<file path="src/pmx_pkg.sv">
package pmx_pkg;
    localparam int PMX_B_PINS = 14;
    localparam int PMX_C_PINS = 13;
    localparam int PMX_FUNC_W = 2;
    localparam int PMX_ROLE_W = 2;
    localparam int PMX_RC_W = 6;
    localparam int PMX_TP_PINS = 6;

    // Word-aligned byte offsets on the register bus.
    localparam logic [7:0] PMX_OFS_B_FUNC = 8'h00;
    localparam logic [7:0] PMX_OFS_B_DIR = 8'h04;
    localparam logic [7:0] PMX_OFS_B_PULL = 8'h08;
    localparam logic [7:0] PMX_OFS_B_DATA = 8'h0c;
    localparam logic [7:0] PMX_OFS_B_PIN = 8'h10;
    localparam logic [7:0] PMX_OFS_C_FUNC = 8'h14;
    localparam logic [7:0] PMX_OFS_C_DIR = 8'h18;
    localparam logic [7:0] PMX_OFS_C_PULL = 8'h1c;
    localparam logic [7:0] PMX_OFS_C_DATA = 8'h20;
    localparam logic [7:0] PMX_OFS_C_PIN = 8'h24;
    localparam logic [7:0] PMX_OFS_RADIO = 8'h28;

    // Port B bit positions of the audio port signals in normal function.
    localparam int PMX_AUD_TX_CLK = 0;
    localparam int PMX_AUD_TX_FS = 1;
    localparam int PMX_AUD_TX_DATA = 2;
    localparam int PMX_AUD_RX_CLK = 3;
    localparam int PMX_AUD_RX_FS = 4;
    localparam int PMX_AUD_RX_DATA = 5;

    // Radio control register fields.
    localparam int PMX_RC_ROLE_A_LSB = 0;
    localparam int PMX_RC_ROLE_B_LSB = 2;
    localparam int PMX_RC_GENERAL_OUTPUT_0_BIT = 4;
    localparam int PMX_RC_GENERAL_OUTPUT_1_BIT = 5;

    localparam logic [27:0] PMX_RST_FUNC_B = 28'h0000000;
    localparam logic [25:0] PMX_RST_FUNC_C = 26'h0000000;
    localparam logic [13:0] PMX_RST_DIR_B = 14'h0000;
    localparam logic [12:0] PMX_RST_DIR_C = 13'h0000;
    localparam logic [13:0] PMX_RST_PULL_B = 14'h3fff;
    localparam logic [12:0] PMX_RST_PULL_C = 13'h1fff;
    localparam logic [13:0] PMX_RST_DATA_B = 14'h0000;
    localparam logic [12:0] PMX_RST_DATA_C = 13'h0000;
    localparam logic [5:0] PMX_RST_RC = 6'h00;
    localparam logic PMX_RST_PULL_BIT = 1'b1;
    localparam logic PMX_IDLE_IN = 1'b1;
    localparam logic [5:0] PMX_TP_OE = 6'h3f;

    typedef enum logic [1:0] {
        PMX_FN_NORMAL = 2'h0,
        PMX_FN_GPIO = 2'h1,
        PMX_FN_ALT2 = 2'h2
    } pmx_func_t;

    typedef enum logic [1:0] {
        PMX_ROLE_PRIMARY = 2'h0,
        PMX_ROLE_PWM = 2'h1,
        PMX_ROLE_GPO = 2'h2
    } pmx_role_t;

    // The unused code 3 falls back to the safe normal function.
    function automatic pmx_func_t pmx_decode_func(input logic [1:0] code);
        pmx_func_t f;
        if (code == 2'h3) begin
            f = PMX_FN_NORMAL;
        end else begin
            f = pmx_func_t'(code);
        end
        return f;
    endfunction : pmx_decode_func

    // The unused code 3 falls back to the primary role.
    function automatic pmx_role_t pmx_decode_role(input logic [1:0] code);
        pmx_role_t r;
        if (code == 2'h3) begin
            r = PMX_ROLE_PRIMARY;
        end else begin
            r = pmx_role_t'(code);
        end
        return r;
    endfunction : pmx_decode_role
endpackage : pmx_pkg

</file>
<file path="src/pmx_port_pin_mux.sv">
`timescale 1ns/1ns
// Operation
// - Software picks normal, general I/O or second function for every shared pin on its own.
// - In normal function the owning peripheral drives enable and data and receives the pad level.
// - In general I/O function the general I/O logic drives the enable and the data out.
// - In second function the second peripheral drives data, and enable except on Port B pins 0 to 5, and receives the pad level.
// - Each pin has its own direction bit that governs it while in general I/O function.
// - Each pin has its own pull-up enable that acts in all three functions.
// - Ports B and C are covered and any of their pins may leave its normal peripheral.
// - Port B pins 0 to 5 carry the audio port signals in normal function and I/O lines 0 to 5 in general I/O function.
// - In second function Port B pins 0 to 5 drive radio test port signals 0 to 5.
// - The two radio control outputs each select one of three sources by a programmed role.
module pmx_port_pin_mux
    import pmx_pkg::*;
(
    input wire logic clock,
    input wire logic rst_n,
    input wire logic [7:0] avs_address,
    input wire logic avs_read,
    input wire logic avs_write,
    input wire logic [31:0] avs_writedata,
    input wire logic [3:0] avs_byteenable,
    output logic [31:0] avs_readdata,
    output logic avs_waitrequest,
    input wire logic [13:0] port_b_pad_in,
    output logic [13:0] port_b_pad_out,
    output logic [13:0] port_b_pad_oe,
    output logic [13:0] port_b_pad_pull_en,
    input wire logic [13:0] port_b_norm_out,
    input wire logic [13:0] port_b_norm_oe,
    output logic [13:0] port_b_norm_in,
    input wire logic [13:6] port_b_alt2_out,
    input wire logic [13:6] port_b_alt2_oe,
    output logic [13:0] port_b_alt2_in,
    input wire logic [5:0] radio_test_port,
    input wire logic [12:0] port_c_pad_in,
    output logic [12:0] port_c_pad_out,
    output logic [12:0] port_c_pad_oe,
    output logic [12:0] port_c_pad_pull_en,
    input wire logic [12:0] port_c_norm_out,
    input wire logic [12:0] port_c_norm_oe,
    output logic [12:0] port_c_norm_in,
    input wire logic [12:0] port_c_alt2_out,
    input wire logic [12:0] port_c_alt2_oe,
    output logic [12:0] port_c_alt2_in,
    input wire logic transmit_enable,
    input wire logic amplifier_enable_out,
    input wire logic pulse_mod_out_0,
    input wire logic pulse_mod_out_1,
    output logic radio_ctrl_out_a,
    output logic radio_ctrl_out_b
);
    localparam int BFW = PMX_B_PINS * PMX_FUNC_W;
    localparam int CFW = PMX_C_PINS * PMX_FUNC_W;

    logic [BFW-1:0] b_func_reg;
    logic [BFW-1:0] b_func_next;
    logic [PMX_B_PINS-1:0] b_dir_reg;
    logic [PMX_B_PINS-1:0] b_dir_next;
    logic [PMX_B_PINS-1:0] b_pull_reg;
    logic [PMX_B_PINS-1:0] b_pull_next;
    logic [PMX_B_PINS-1:0] b_data_reg;
    logic [PMX_B_PINS-1:0] b_data_next;
    logic [CFW-1:0] c_func_reg;
    logic [CFW-1:0] c_func_next;
    logic [PMX_C_PINS-1:0] c_dir_reg;
    logic [PMX_C_PINS-1:0] c_dir_next;
    logic [PMX_C_PINS-1:0] c_pull_reg;
    logic [PMX_C_PINS-1:0] c_pull_next;
    logic [PMX_C_PINS-1:0] c_data_reg;
    logic [PMX_C_PINS-1:0] c_data_next;
    logic [PMX_RC_W-1:0] rc_reg;
    logic [PMX_RC_W-1:0] rc_next;
    logic wait_reg;
    logic wait_next;
    logic [31:0] rdata_reg;
    logic [31:0] rdata_next;
    logic [31:0] rd_word;
    logic [31:0] wr_word;
    logic [PMX_B_PINS-1:0] b_level;
    logic [PMX_C_PINS-1:0] c_level;
    logic [PMX_B_PINS-1:0] b_alt2_out_all;
    logic [PMX_B_PINS-1:0] b_alt2_oe_all;

    function automatic logic [31:0] pmx_merge(input logic [31:0] old, input logic [31:0] wd, input logic [3:0] be);
        logic [31:0] m;
        m = old;
        for (int i = 0; i < 4; i++) begin
            if (be[i]) begin
                m[8*i +: 8] = wd[8*i +: 8];
            end
        end
        return m;
    endfunction : pmx_merge

    // Test port signals are output only, so their enable is held on.
    assign b_alt2_out_all = {port_b_alt2_out, radio_test_port};
    assign b_alt2_oe_all = {port_b_alt2_oe, PMX_TP_OE};

    always_comb begin
        case (avs_address)
            PMX_OFS_B_FUNC: rd_word = 32'(b_func_reg);
            PMX_OFS_B_DIR: rd_word = 32'(b_dir_reg);
            PMX_OFS_B_PULL: rd_word = 32'(b_pull_reg);
            PMX_OFS_B_DATA: rd_word = 32'(b_data_reg);
            PMX_OFS_B_PIN: rd_word = 32'(b_level);
            PMX_OFS_C_FUNC: rd_word = 32'(c_func_reg);
            PMX_OFS_C_DIR: rd_word = 32'(c_dir_reg);
            PMX_OFS_C_PULL: rd_word = 32'(c_pull_reg);
            PMX_OFS_C_DATA: rd_word = 32'(c_data_reg);
            PMX_OFS_C_PIN: rd_word = 32'(c_level);
            PMX_OFS_RADIO: rd_word = 32'(rc_reg);
            default: rd_word = 32'h00000000;
        endcase
    end

    // A request is answered on the second edge: waitrequest drops for one cycle and the write lands there.
    always_comb begin
        wr_word = pmx_merge(rd_word, avs_writedata, avs_byteenable);
        b_func_next = b_func_reg;
        b_dir_next = b_dir_reg;
        b_pull_next = b_pull_reg;
        b_data_next = b_data_reg;
        c_func_next = c_func_reg;
        c_dir_next = c_dir_reg;
        c_pull_next = c_pull_reg;
        c_data_next = c_data_reg;
        rc_next = rc_reg;
        wait_next = 1'b1;
        rdata_next = rdata_reg;
        if ((avs_read || avs_write) && wait_reg) begin
            wait_next = 1'b0;
            if (avs_read) begin
                rdata_next = rd_word;
            end
        end
        if (avs_write && !wait_reg) begin
            case (avs_address)
                PMX_OFS_B_FUNC: b_func_next = wr_word[BFW-1:0];
                PMX_OFS_B_DIR: b_dir_next = wr_word[PMX_B_PINS-1:0];
                PMX_OFS_B_PULL: b_pull_next = wr_word[PMX_B_PINS-1:0];
                PMX_OFS_B_DATA: b_data_next = wr_word[PMX_B_PINS-1:0];
                PMX_OFS_C_FUNC: c_func_next = wr_word[CFW-1:0];
                PMX_OFS_C_DIR: c_dir_next = wr_word[PMX_C_PINS-1:0];
                PMX_OFS_C_PULL: c_pull_next = wr_word[PMX_C_PINS-1:0];
                PMX_OFS_C_DATA: c_data_next = wr_word[PMX_C_PINS-1:0];
                PMX_OFS_RADIO: rc_next = wr_word[PMX_RC_W-1:0];
                default: begin
                end
            endcase
        end
    end

    always_ff @(posedge clock) begin
        if (!rst_n) begin
            b_func_reg <= PMX_RST_FUNC_B;
            b_dir_reg <= PMX_RST_DIR_B;
            b_pull_reg <= PMX_RST_PULL_B;
            b_data_reg <= PMX_RST_DATA_B;
            c_func_reg <= PMX_RST_FUNC_C;
            c_dir_reg <= PMX_RST_DIR_C;
            c_pull_reg <= PMX_RST_PULL_C;
            c_data_reg <= PMX_RST_DATA_C;
            rc_reg <= PMX_RST_RC;
            wait_reg <= 1'b1;
            rdata_reg <= 32'h00000000;
        end else begin
            b_func_reg <= b_func_next;
            b_dir_reg <= b_dir_next;
            b_pull_reg <= b_pull_next;
            b_data_reg <= b_data_next;
            c_func_reg <= c_func_next;
            c_dir_reg <= c_dir_next;
            c_pull_reg <= c_pull_next;
            c_data_reg <= c_data_next;
            rc_reg <= rc_next;
            wait_reg <= wait_next;
            rdata_reg <= rdata_next;
        end
    end

    assign avs_waitrequest = wait_reg;
    assign avs_readdata = rdata_reg;

    // Port B: bits 0..5 are the audio port in normal function, I/O lines 0..5 in general I/O function and the radio test port in second function.
    for (genvar i = 0; i < PMX_B_PINS; i++) begin : g_pin_b
        pmx_pin_cell u_cell (
            .clock(clock),
            .rst_n(rst_n),
            .func_code(b_func_reg[PMX_FUNC_W*i +: PMX_FUNC_W]),
            .gpio_dir(b_dir_reg[i]),
            .gpio_data(b_data_reg[i]),
            .pull_en(b_pull_reg[i]),
            .norm_out(port_b_norm_out[i]),
            .norm_oe(port_b_norm_oe[i]),
            .alt2_out(b_alt2_out_all[i]),
            .alt2_oe(b_alt2_oe_all[i]),
            .pad_in(port_b_pad_in[i]),
            .pad_out(port_b_pad_out[i]),
            .pad_oe(port_b_pad_oe[i]),
            .pad_pull_en(port_b_pad_pull_en[i]),
            .norm_in(port_b_norm_in[i]),
            .alt2_in(port_b_alt2_in[i]),
            .pad_level(b_level[i])
        );
    end

    for (genvar i = 0; i < PMX_C_PINS; i++) begin : g_pin_c
        pmx_pin_cell u_cell (
            .clock(clock),
            .rst_n(rst_n),
            .func_code(c_func_reg[PMX_FUNC_W*i +: PMX_FUNC_W]),
            .gpio_dir(c_dir_reg[i]),
            .gpio_data(c_data_reg[i]),
            .pull_en(c_pull_reg[i]),
            .norm_out(port_c_norm_out[i]),
            .norm_oe(port_c_norm_oe[i]),
            .alt2_out(port_c_alt2_out[i]),
            .alt2_oe(port_c_alt2_oe[i]),
            .pad_in(port_c_pad_in[i]),
            .pad_out(port_c_pad_out[i]),
            .pad_oe(port_c_pad_oe[i]),
            .pad_pull_en(port_c_pad_pull_en[i]),
            .norm_in(port_c_norm_in[i]),
            .alt2_in(port_c_alt2_in[i]),
            .pad_level(c_level[i])
        );
    end

    pmx_radio_ctrl u_radio (
        .clock(clock),
        .rst_n(rst_n),
        .role_a_code(rc_reg[PMX_RC_ROLE_A_LSB +: PMX_ROLE_W]),
        .role_b_code(rc_reg[PMX_RC_ROLE_B_LSB +: PMX_ROLE_W]),
        .general_output_0(rc_reg[PMX_RC_GENERAL_OUTPUT_0_BIT]),
        .general_output_1(rc_reg[PMX_RC_GENERAL_OUTPUT_1_BIT]),
        .transmit_enable(transmit_enable),
        .amplifier_enable_out(amplifier_enable_out),
        .pulse_mod_out_0(pulse_mod_out_0),
        .pulse_mod_out_1(pulse_mod_out_1),
        .radio_ctrl_out_a(radio_ctrl_out_a),
        .radio_ctrl_out_b(radio_ctrl_out_b)
    );
endmodule : pmx_port_pin_mux

</file>
<file path="src/pmx_pin_cell.sv">
`timescale 1ns/1ns
module pmx_pin_cell
    import pmx_pkg::*;
(
    input wire logic clock,
    input wire logic rst_n,
    input wire logic [1:0] func_code,
    input wire logic gpio_dir,
    input wire logic gpio_data,
    input wire logic pull_en,
    input wire logic norm_out,
    input wire logic norm_oe,
    input wire logic alt2_out,
    input wire logic alt2_oe,
    input wire logic pad_in,
    output logic pad_out,
    output logic pad_oe,
    output logic pad_pull_en,
    output logic norm_in,
    output logic alt2_in,
    output logic pad_level
);
    logic meta_reg;
    logic sync_reg;
    logic out_reg;
    logic out_next;
    logic oe_reg;
    logic oe_next;
    logic pull_reg;
    logic pull_next;
    logic norm_in_reg;
    logic norm_in_next;
    logic alt2_in_reg;
    logic alt2_in_next;
    pmx_func_t fn;

    always_ff @(posedge clock) begin
        if (!rst_n) begin
            meta_reg <= PMX_IDLE_IN;
            sync_reg <= PMX_IDLE_IN;
        end else begin
            meta_reg <= pad_in;
            sync_reg <= meta_reg;
        end
    end

    always_comb begin
        fn = pmx_decode_func(func_code);
        out_next = norm_out;
        oe_next = norm_oe;
        norm_in_next = PMX_IDLE_IN;
        alt2_in_next = PMX_IDLE_IN;
        pull_next = pull_en;
        unique case (fn)
            PMX_FN_NORMAL: begin
                out_next = norm_out;
                oe_next = norm_oe;
                norm_in_next = sync_reg;
            end
            PMX_FN_GPIO: begin
                out_next = gpio_data;
                oe_next = gpio_dir;
            end
            PMX_FN_ALT2: begin
                out_next = alt2_out;
                oe_next = alt2_oe;
                alt2_in_next = sync_reg;
            end
        endcase
    end

    always_ff @(posedge clock) begin
        if (!rst_n) begin
            out_reg <= 1'b0;
            oe_reg <= 1'b0;
            pull_reg <= PMX_RST_PULL_BIT;
            norm_in_reg <= PMX_IDLE_IN;
            alt2_in_reg <= PMX_IDLE_IN;
        end else begin
            out_reg <= out_next;
            oe_reg <= oe_next;
            pull_reg <= pull_next;
            norm_in_reg <= norm_in_next;
            alt2_in_reg <= alt2_in_next;
        end
    end

    assign pad_out = out_reg;
    assign pad_oe = oe_reg;
    assign pad_pull_en = pull_reg;
    assign norm_in = norm_in_reg;
    assign alt2_in = alt2_in_reg;
    assign pad_level = sync_reg;
endmodule : pmx_pin_cell

</file>
<file path="src/pmx_radio_ctrl.sv">
`timescale 1ns/1ns
module pmx_radio_ctrl
    import pmx_pkg::*;
(
    input wire logic clock,
    input wire logic rst_n,
    input wire logic [1:0] role_a_code,
    input wire logic [1:0] role_b_code,
    input wire logic general_output_0,
    input wire logic general_output_1,
    input wire logic transmit_enable,
    input wire logic amplifier_enable_out,
    input wire logic pulse_mod_out_0,
    input wire logic pulse_mod_out_1,
    output logic radio_ctrl_out_a,
    output logic radio_ctrl_out_b
);
    logic out_a_reg;
    logic out_a_next;
    logic out_b_reg;
    logic out_b_next;

    function automatic logic pmx_pick(input logic [1:0] code, input logic prim, input logic pwm, input logic gpo);
        logic v;
        v = prim;
        unique case (pmx_decode_role(code))
            PMX_ROLE_PRIMARY: v = prim;
            PMX_ROLE_PWM: v = pwm;
            PMX_ROLE_GPO: v = gpo;
        endcase
        return v;
    endfunction : pmx_pick

    always_comb begin
        out_a_next = pmx_pick(role_a_code, transmit_enable, pulse_mod_out_0, general_output_0);
        out_b_next = pmx_pick(role_b_code, amplifier_enable_out, pulse_mod_out_1, general_output_1);
    end

    always_ff @(posedge clock) begin
        if (!rst_n) begin
            out_a_reg <= 1'b0;
            out_b_reg <= 1'b0;
        end else begin
            out_a_reg <= out_a_next;
            out_b_reg <= out_b_next;
        end
    end

    assign radio_ctrl_out_a = out_a_reg;
    assign radio_ctrl_out_b = out_b_reg;
endmodule : pmx_radio_ctrl

</file>
<file path="config.mk">
export PLATFORM = sky130hd
export DESIGN_NAME = pmx_port_pin_mux
export DESIGN_NICKNAME = d
export VERILOG_FILES = /design/src/pmx_pkg.sv /design/src/pmx_port_pin_mux.sv /design/src/pmx_pin_cell.sv /design/src/pmx_radio_ctrl.sv
export SDC_FILE = /design/constraint.sdc
export NUM_CORES = 1
export LEC_CHECK = 0
export BUFFER_PORTS_ARGS = -buffer_cell sky130_fd_sc_hd__buf_2
export CAP_MARGIN = 40
export CORE_AREA = 4 4 230 232
export DETAILED_ROUTE_END_ITERATION = 8
export DIE_AREA = 0 0 234 236
export SETUP_SLACK_MARGIN = 0.4
export SYNTH_ARGS = -nofsm -noshare
export SYNTH_HDL_FRONTEND = slang
export SYNTH_HIERARCHICAL = 1
export SYNTH_SLANG_ARGS = --single-unit
</file>
<file path="constraint.sdc">
create_clock -name clock -period 2.65 [get_ports clock]
set_input_delay 0.1325 -clock clock [delete_from_list [all_inputs] [get_ports clock]]
set_output_delay 0.1325 -clock clock [all_outputs]
set_load 0.005 [all_outputs]
</file>
==> flow_metrics.py, run 1 <==
metrics = {
    "timing": {
        "finalMaxSlewViolations": 0,
        "period_share": 0.798,
        "setup-tns-final_ns": 0,
        "min_period_ns": 2.11,
        "timing.fmax_mhz": 473,
        "relSlewSlack": 0.501,
        "clock_skew_ns": 0.0147,
        "worstMarginPinSlew_ns": 0.748,
        "finalHoldViolCount": 0,
        "rsz0062_at_grt": "no",
        "setup-violations-final": 0,
    },
    "worst_setup_path": {
        "rrSetupSlack_ns": 0.54,
        "r2r-end": "g_pin_c[5].u_cell/pad_out$_SDFF_PN0_",
        "worstReg2RegStart": "c_func_reg[10]$_SDFFE_PN0P_",
        "cp.required_ns": 3.08,
        "worstSetupEndpointType": "flop",
        "crit_path_start_kind": "flop",
        "rr_worst_depth": 5,
        "critical_path.max_fanout": 5,
        "arrival_ns": 2.55,
        "critical_path_class": "reg -> reg",
    },
    "cells_and_area": {
        "drive_gt1_frac": 0.243,
        "nFillCells": 4926,
        "synthToLayoutAreaGrowth_pct": 38.2,
        "final_nets": 2371,
        "final_cell_area_mm2": 0.0209,
    },
    "flow_run": {
        "drv_cap": 0,
    },
    "floorplan": {
        "core_area_mm2": 0.0510,
        "io-pin-count": 351,
        "initial_core_util": 0.296,
        "dieArea_mm2": 0.0552,
        "die-height_um": 236,
        "rows": 83,
        "die_w_um": 234,
    },
    "yosys": {
        "synthTopCellsByCount": "dfxtp_1, nand2_1, nand2b_1, nand3_1, nor2_1",
        "yosys.area.top_type_share": 0.479,
        "syn_area_per_cell_um2": 9.50,
        "synth-edff-count": 0,
        "async_flop_share": 0,
        "synthTopCellsByArea": "dfxtp_1, ha_1, nand2_1, a221o_1, nand2b_1",
        "synth_area_mm2": 0.0151,
        "syn_inst": 1588,
        "yosysMostFrequentCell": "dfxtp_1",
        "yosysUniqueCellTypes": 74,
        "synth_top_area_cell": "dfxtp_1",
        "synth_flop_cell": "dfxtp_1",
        "seq_area_frac_synth": 0.479,
        "yosys_warnings": 6,
        "synth-seq-cells": 361,
    },
    "routing": {
        "wl_per_cell_um": 20.4,
        "drt_iter0_drc": 983,
        "via_count": 14360,
        "drc": 0,
        "drt-total-wl_mm": 58.1,
        "final_antenna_net_count": 0,
        "drt-vias-per-instance": 5.04,
        "detail_route.first_pass.iterations": 6,
    },
    "placed_design": {
        "gp_congestion": 0.943,
        "dp_hpwl_mm": 41.5,
        "port_buffers": 342,
        "placed_cell_area_mm2": 0.0178,
    },
    "clock_network": {
        "post_cts_buffers": 0,
        "cts_tree": "built",
        "numClockSinks": 361,
        "h-tree-depth": 2,
        "numCtsBuffers": 42,
        "clk_pin_slew_ns": 0.06,
        "clk_path_buf_depth": 3,
        "root_buffer": "clkbuf_16",
        "clk_latency_ns": 0.56,
    },
    "global_route": {
        "grt-ovfl-total": 0,
        "grt_start_max_net_pins": 90,
        "grt_pass1_wl_mm": 86.3,
        "antenna_found_initial": 10,
        "grtUsageTotal": 0.203,
        "grt_pass1_vias": 14172,
    },
    "worst_hold_path": {
        "hold_class": "in -> reg",
        "min_to": "b_pull_reg[5]$_SDFFE_PN1P_",
        "hold_depth": 4,
        "min-delay-start": "avs_writedata[5]",
    },
    "pwr": {
        "power_per_cell_area_mw_per_mm2": 586,
        "p_leak_uw": 0.00877,
        "ir_drop_uv": 342,
    },
    "status": {
        "status": "completed",
    },
}
worst max path at each step:
stage / start / end / slack, ns / cells after the start
finish: c_func_reg[10]$_SDFFE_PN0P_ / g_pin_c[5].u_cell/pad_out$_SDFF_PN0_ / 0.54 / 5
global route: avs_waitrequest$_SDFF_PN1_ / b_func_reg[27]$_SDFFE_PN0P_ / 0.42 / 7
floorplan: b_data_reg[8]$_SDFFE_PN0P_ / c_pull_reg[8]$_SDFFE_PN1P_ / 0.74 / 6
detailed placement: avs_address[3] / c_pull_reg[3]$_SDFFE_PN1P_ / 0.33 / 7
CTS: avs_waitrequest$_SDFF_PN1_ / b_func_reg[26]$_SDFFE_PN0P_ / 0.54 / 7
global placement: avs_address[3] / c_pull_reg[3]$_SDFFE_PN1P_ / 0.38 / 7
cell usage in the layout, fill, tap and decap left out, types with 16 or more instances in the layout:
cell type      Yosys  layout
dfxtp_1          361     361
buf_2             24     341
dlygate4sd3_1      0     170
nand2_1          153     153
nand3_1           87      87
nand2b_1          87      87
nor2_1            78      78
o21ai_0           74      74
and3_1            62      62
buf_4             12      61
inv_1             59      59
ha_1              58      58
a221o_1           57      57
or2b_1            56      56
a21oi_1           47      47
clkbuf_16          0      43
nor3_1            38      38
nor2b_1           36      36
mux2i_1           29      29
o22ai_1           29      29
mux2_2            17      17
o21ai_1           16      16
area by class of cell:
type,count,area [um^2],area share
Timing Repair Buffer,579,3990,0.191
Tap cell,680,851,0.0408
Multi-Input combinational cell,1087,7230,0.346
Clock buffer,61,1230,0.0591
Sequential cell,361,7230,0.346
Antenna cell,7,17.5,0.000840
Inverter,61,229,0.0110
Clock inverter,14,81.3,0.00390
per-stage QoR:
step | setup WS, ns | hold WS (ns) | std cells | power [uW] | utilization
floorplan | 0.738 | 0.206 | 1596 | 6120 | -
global placement | 0.381 | 0.316 | 2598 | 6550 | 0.349
detailed placement | 0.334 | 0.316 | 2598 | 6560 | 0.349
CTS | 0.537 | 0.00829 | 2843 | 12400 | 0.409
global route | 0.424 | 0.0554 | 2848 | 12700 | 0.409
finish | 0.536 | 0.0472 | 2850 | 12200 | 0.409
logic make-up (layout without fill, tap and decap cells):
logic type	after synthesis	after routing	share of synthesized area
DFF	361	361	0.479
other	2	17	0.000498
adders and majority gates	58	58	0.0481
muxes	53	53	0.0411
and+or+nand+nor	641	641	0.232
AOI/OAI and AO/OA	325	325	0.154
buffers and inverters	148	715	0.0448
where the power goes:
part           leakage [uW]  switching [uW]  internal (uW)
clock              0.000662            2340           3230
combinational       0.00516             526            521
sequential          0.00295            51.7           5550
repair_timing:
action / in CTS / in global routing
hold buffers: 170 / 0
resized for setup: 0 / 1
endpoints found under the setup margin: 0 / 2
endpoints found under the hold margin: 146 / 0
worst max-delay path, stage by stage (launching register included):
cell,delay (ns)
dfxtp_1,0.53
inv_1,0.09
ha_1,0.37
a221o_1,0.29
and3_1,0.16
dlygate4sd3_1,0.55
routing by layer:
metal | global-route usage | vias to the layer above | routed length [um]
met4 | 0.0681 | 6 | 1930
li1 | - | 6733 | -
met3 | 0.0471 | 131 | 4740
met5 | 0 | - | 41
met1 | 0.264 | 6877 | 24500
met2 | 0.331 | 613 | 27000
No activity file was read; power rests on OpenSTA's default activity.
==> run 2, diff against run 1 <==
==> constraint.sdc (replaced) <==
create_clock -name clock -period 2.11 [get_ports clock]
set_input_delay 0.1055 -clock clock [delete_from_list [all_inputs] [get_ports clock]]
set_output_delay 0.1055 -clock clock [all_outputs]
set_load 0.005 [all_outputs]
==> run 2 against run 1 <==
Net effect: clock skew decreased by 0.0038 ns; sequential power increased by 26%; sequential share of layout area decreased by 1.1 points; final cell count increased by 1.9%.
==> flow_metrics.py, run 2 (synthesized netlist as in run 1, its figures left out) <==
metrics = {
    "cells_and_area": {
        "nFillCells": 4884,
        "synthToLayoutAreaGrowth_pct": 43.5,
        "layout_commonest_cell": "dfxtp_1",
        "final_cell_area_mm2": 0.0217,
        "drive_gt1_frac": 0.285,
        "final_nets": 2421,
        "final_cell_mix": "dfxtp_1, buf_2, dlygate4sd3_1",
    },
    "clock_network": {
        "clk_latency_ns": 0.56,
        "numCtsBuffers": 41,
        "numClockSinks": 361,
        "clk_path_buf_depth": 3,
        "h-tree-depth": 2,
        "root_buffer": "clkbuf_16",
        "clk_pin_slew_ns": 0.06,
        "cts_tree": "built",
    },
    "pwr": {
        "pwr-share-clk": 0.466,
        "p_comb_frac": 0.089,
        "switching_share": 0.237,
        "pwr-share-seq": 0.445,
        "power.switching_uw": 3740,
        "internal_power_uw": 12100,
        "ir_drop_uv": 509,
        "p_leak_uw": 0.00907,
        "power_per_cell_area_mw_per_mm2": 729,
    },
    "worst_hold_path": {
        "hold_depth": 4,
        "min_to": "c_data_reg[6]$_SDFFE_PN0P_",
        "min-delay-start": "avs_writedata[6]",
        "hold_class": "in -> reg",
    },
    "routing": {
        "wl_per_cell_um": 20.3,
        "detail_route.first_pass.iterations": 6,
        "drt-vias-per-instance": 5.02,
        "via_count": 14571,
        "drt-total-wl_mm": 59.0,
        "final_antenna_net_count": 0,
        "drt_iter0_drc": 1197,
        "drc": 0,
    },
    "worst_setup_path": {
        "critical_path.max_fanout": 8,
        "cpMaxStageDelayCell": "or4_4",
        "r2r-end": "c_pull_reg[8]$_SDFFE_PN1P_",
        "crit_buf_inv": 0,
        "crit_path_start_kind": "flop",
        "critical_path_class": "reg -> reg",
        "worstSetupEndpointType": "flop",
        "crit_family": "compound AO/OA/AOI/OAI gates",
        "rrSetupSlack_ns": 0.20,
        "cp.required_ns": 2.56,
        "worstReg2RegStart": "b_func_reg[8]$_SDFFE_PN0P_",
        "arrival_ns": 2.36,
        "rr_worst_depth": 5,
        "cpPeakStageDelay_ns": 0.58,
        "path_cells": "mux2_4 -> a32oi_2 -> a21oi_2 -> or4_4 -> a221o_1",
    },
    "placed_design": {
        "gp_congestion": 0.929,
        "dp_hpwl_mm": 42.3,
        "dp_worst_setup_slack_ns": 0.0376,
        "placed_cell_area_mm2": 0.0181,
        "port_buffers": 342,
    },
    "global_route": {
        "grt-ovfl-total": 0,
        "antenna_found_initial": 9,
        "grt_start_max_net_pins": 132,
        "grt_pass1_vias": 14485,
        "grtUsageTotal": 0.206,
        "grt_pass1_wl_mm": 87.9,
    },
    "floorplan": {
        "die-height_um": 236,
        "die_w_um": 234,
        "core_area_mm2": 0.0510,
        "rows": 83,
        "initial_core_util": 0.296,
        "dieArea_mm2": 0.0552,
        "io-pin-count": 351,
    },
    "timing": {
        "setup-violations-final": 0,
        "finalMaxSlewViolations": 0,
        "worstMarginPinSlew_ns": 0.722,
        "timing.fmax_mhz": 523,
        "relSlewSlack": 0.515,
        "rsz0062_at_grt": "yes",
        "clock_skew_ns": 0.0109,
        "holdWs_ns": 0.0321,
        "setup-tns-final_ns": 0,
        "min_period_ns": 1.91,
        "period_share": 0.906,
        "setup_slack_ns": 0.198,
        "finalHoldViolCount": 0,
    },
    "status": {
        "status": "completed",
    },
    "flow_run": {
        "drv_cap": 0,
    },
}
-- run 2: power groups by stage --
stage	combinational (uW)	clock, uW	sequential (uW)
after floorplan	510	0	7180
after global placement	1080	0	7190
after detailed placement	1100	0	7190
after global routing	1520	7800	7040
final	1400	7370	7030
after CTS	1360	7530	7040
-- run 2: final cells by class --
class | count | area, um^2 | share of cell area
multi-input combinational | 1087 | 7450 | 0.344
sequential | 361 | 7260 | 0.335
timing repair buffer | 630 | 4470 | 0.206
clock buffer | 56 | 1200 | 0.0556
tap | 680 | 851 | 0.0393
inverter | 61 | 229 | 0.0106
clock inverter | 19 | 184 | 0.00849
antenna | 9 | 22.5 | 0.00104
-- run 2: worst min-delay path, cell delays in order --
cell and delay [ns]:
buf_2 0.09, o32ai_2 0.06, buf_4 0.16, o21ai_0 0.14
-- run 2: metrics by stage --
step,std cells,power (uW),utilization
floorplan,1596,7690,-
global placement,2630,8270,0.356
detailed placement,2630,8290,0.356
CTS,2883,15900,0.419
global route,2900,16400,0.425
finish,2903,15800,0.425
-- run 2: worst max-delay path by stage --
stage | end | startpoint | cells after the start | slack [ns]
floorplan | c_pull_reg[8]$_SDFFE_PN1P_ | b_dir_reg[8]$_SDFFE_PN0P_ | 6 | 0.24
global placement | c_pull_reg[8]$_SDFFE_PN1P_ | avs_address[2] | 8 | 0.06
detailed placement | c_pull_reg[8]$_SDFFE_PN1P_ | avs_address[2] | 8 | 0.04
CTS | c_pull_reg[8]$_SDFFE_PN1P_ | b_dir_reg[8]$_SDFFE_PN0P_ | 5 | 0.24
global route | c_pull_reg[8]$_SDFFE_PN1P_ | b_dir_reg[8]$_SDFFE_PN0P_ | 5 | 0.16
finish | c_pull_reg[8]$_SDFFE_PN1P_ | b_func_reg[8]$_SDFFE_PN0P_ | 5 | 0.20
-- run 2: per-layer routing --
layer | track usage | part of all wire | vias to the layer above
met5 | 0 | 0.00022 | -
met4 | 0.0763 | 0.034 | 2
met3 | 0.0458 | 0.080 | 133
met2 | 0.333 | 0.47 | 646
met1 | 0.270 | 0.42 | 6940
li1 | - | - | 6850
-- run 2: repair_timing --
action | in CTS | in global routing
resized for setup | 12 | 61
setup endpoints to repair | 27 | 80
hold buffers | 172 | 0
buffers inserted | 6 | 11
endpoints found under the hold margin | 153 | 0
pin swaps | 9 | 19
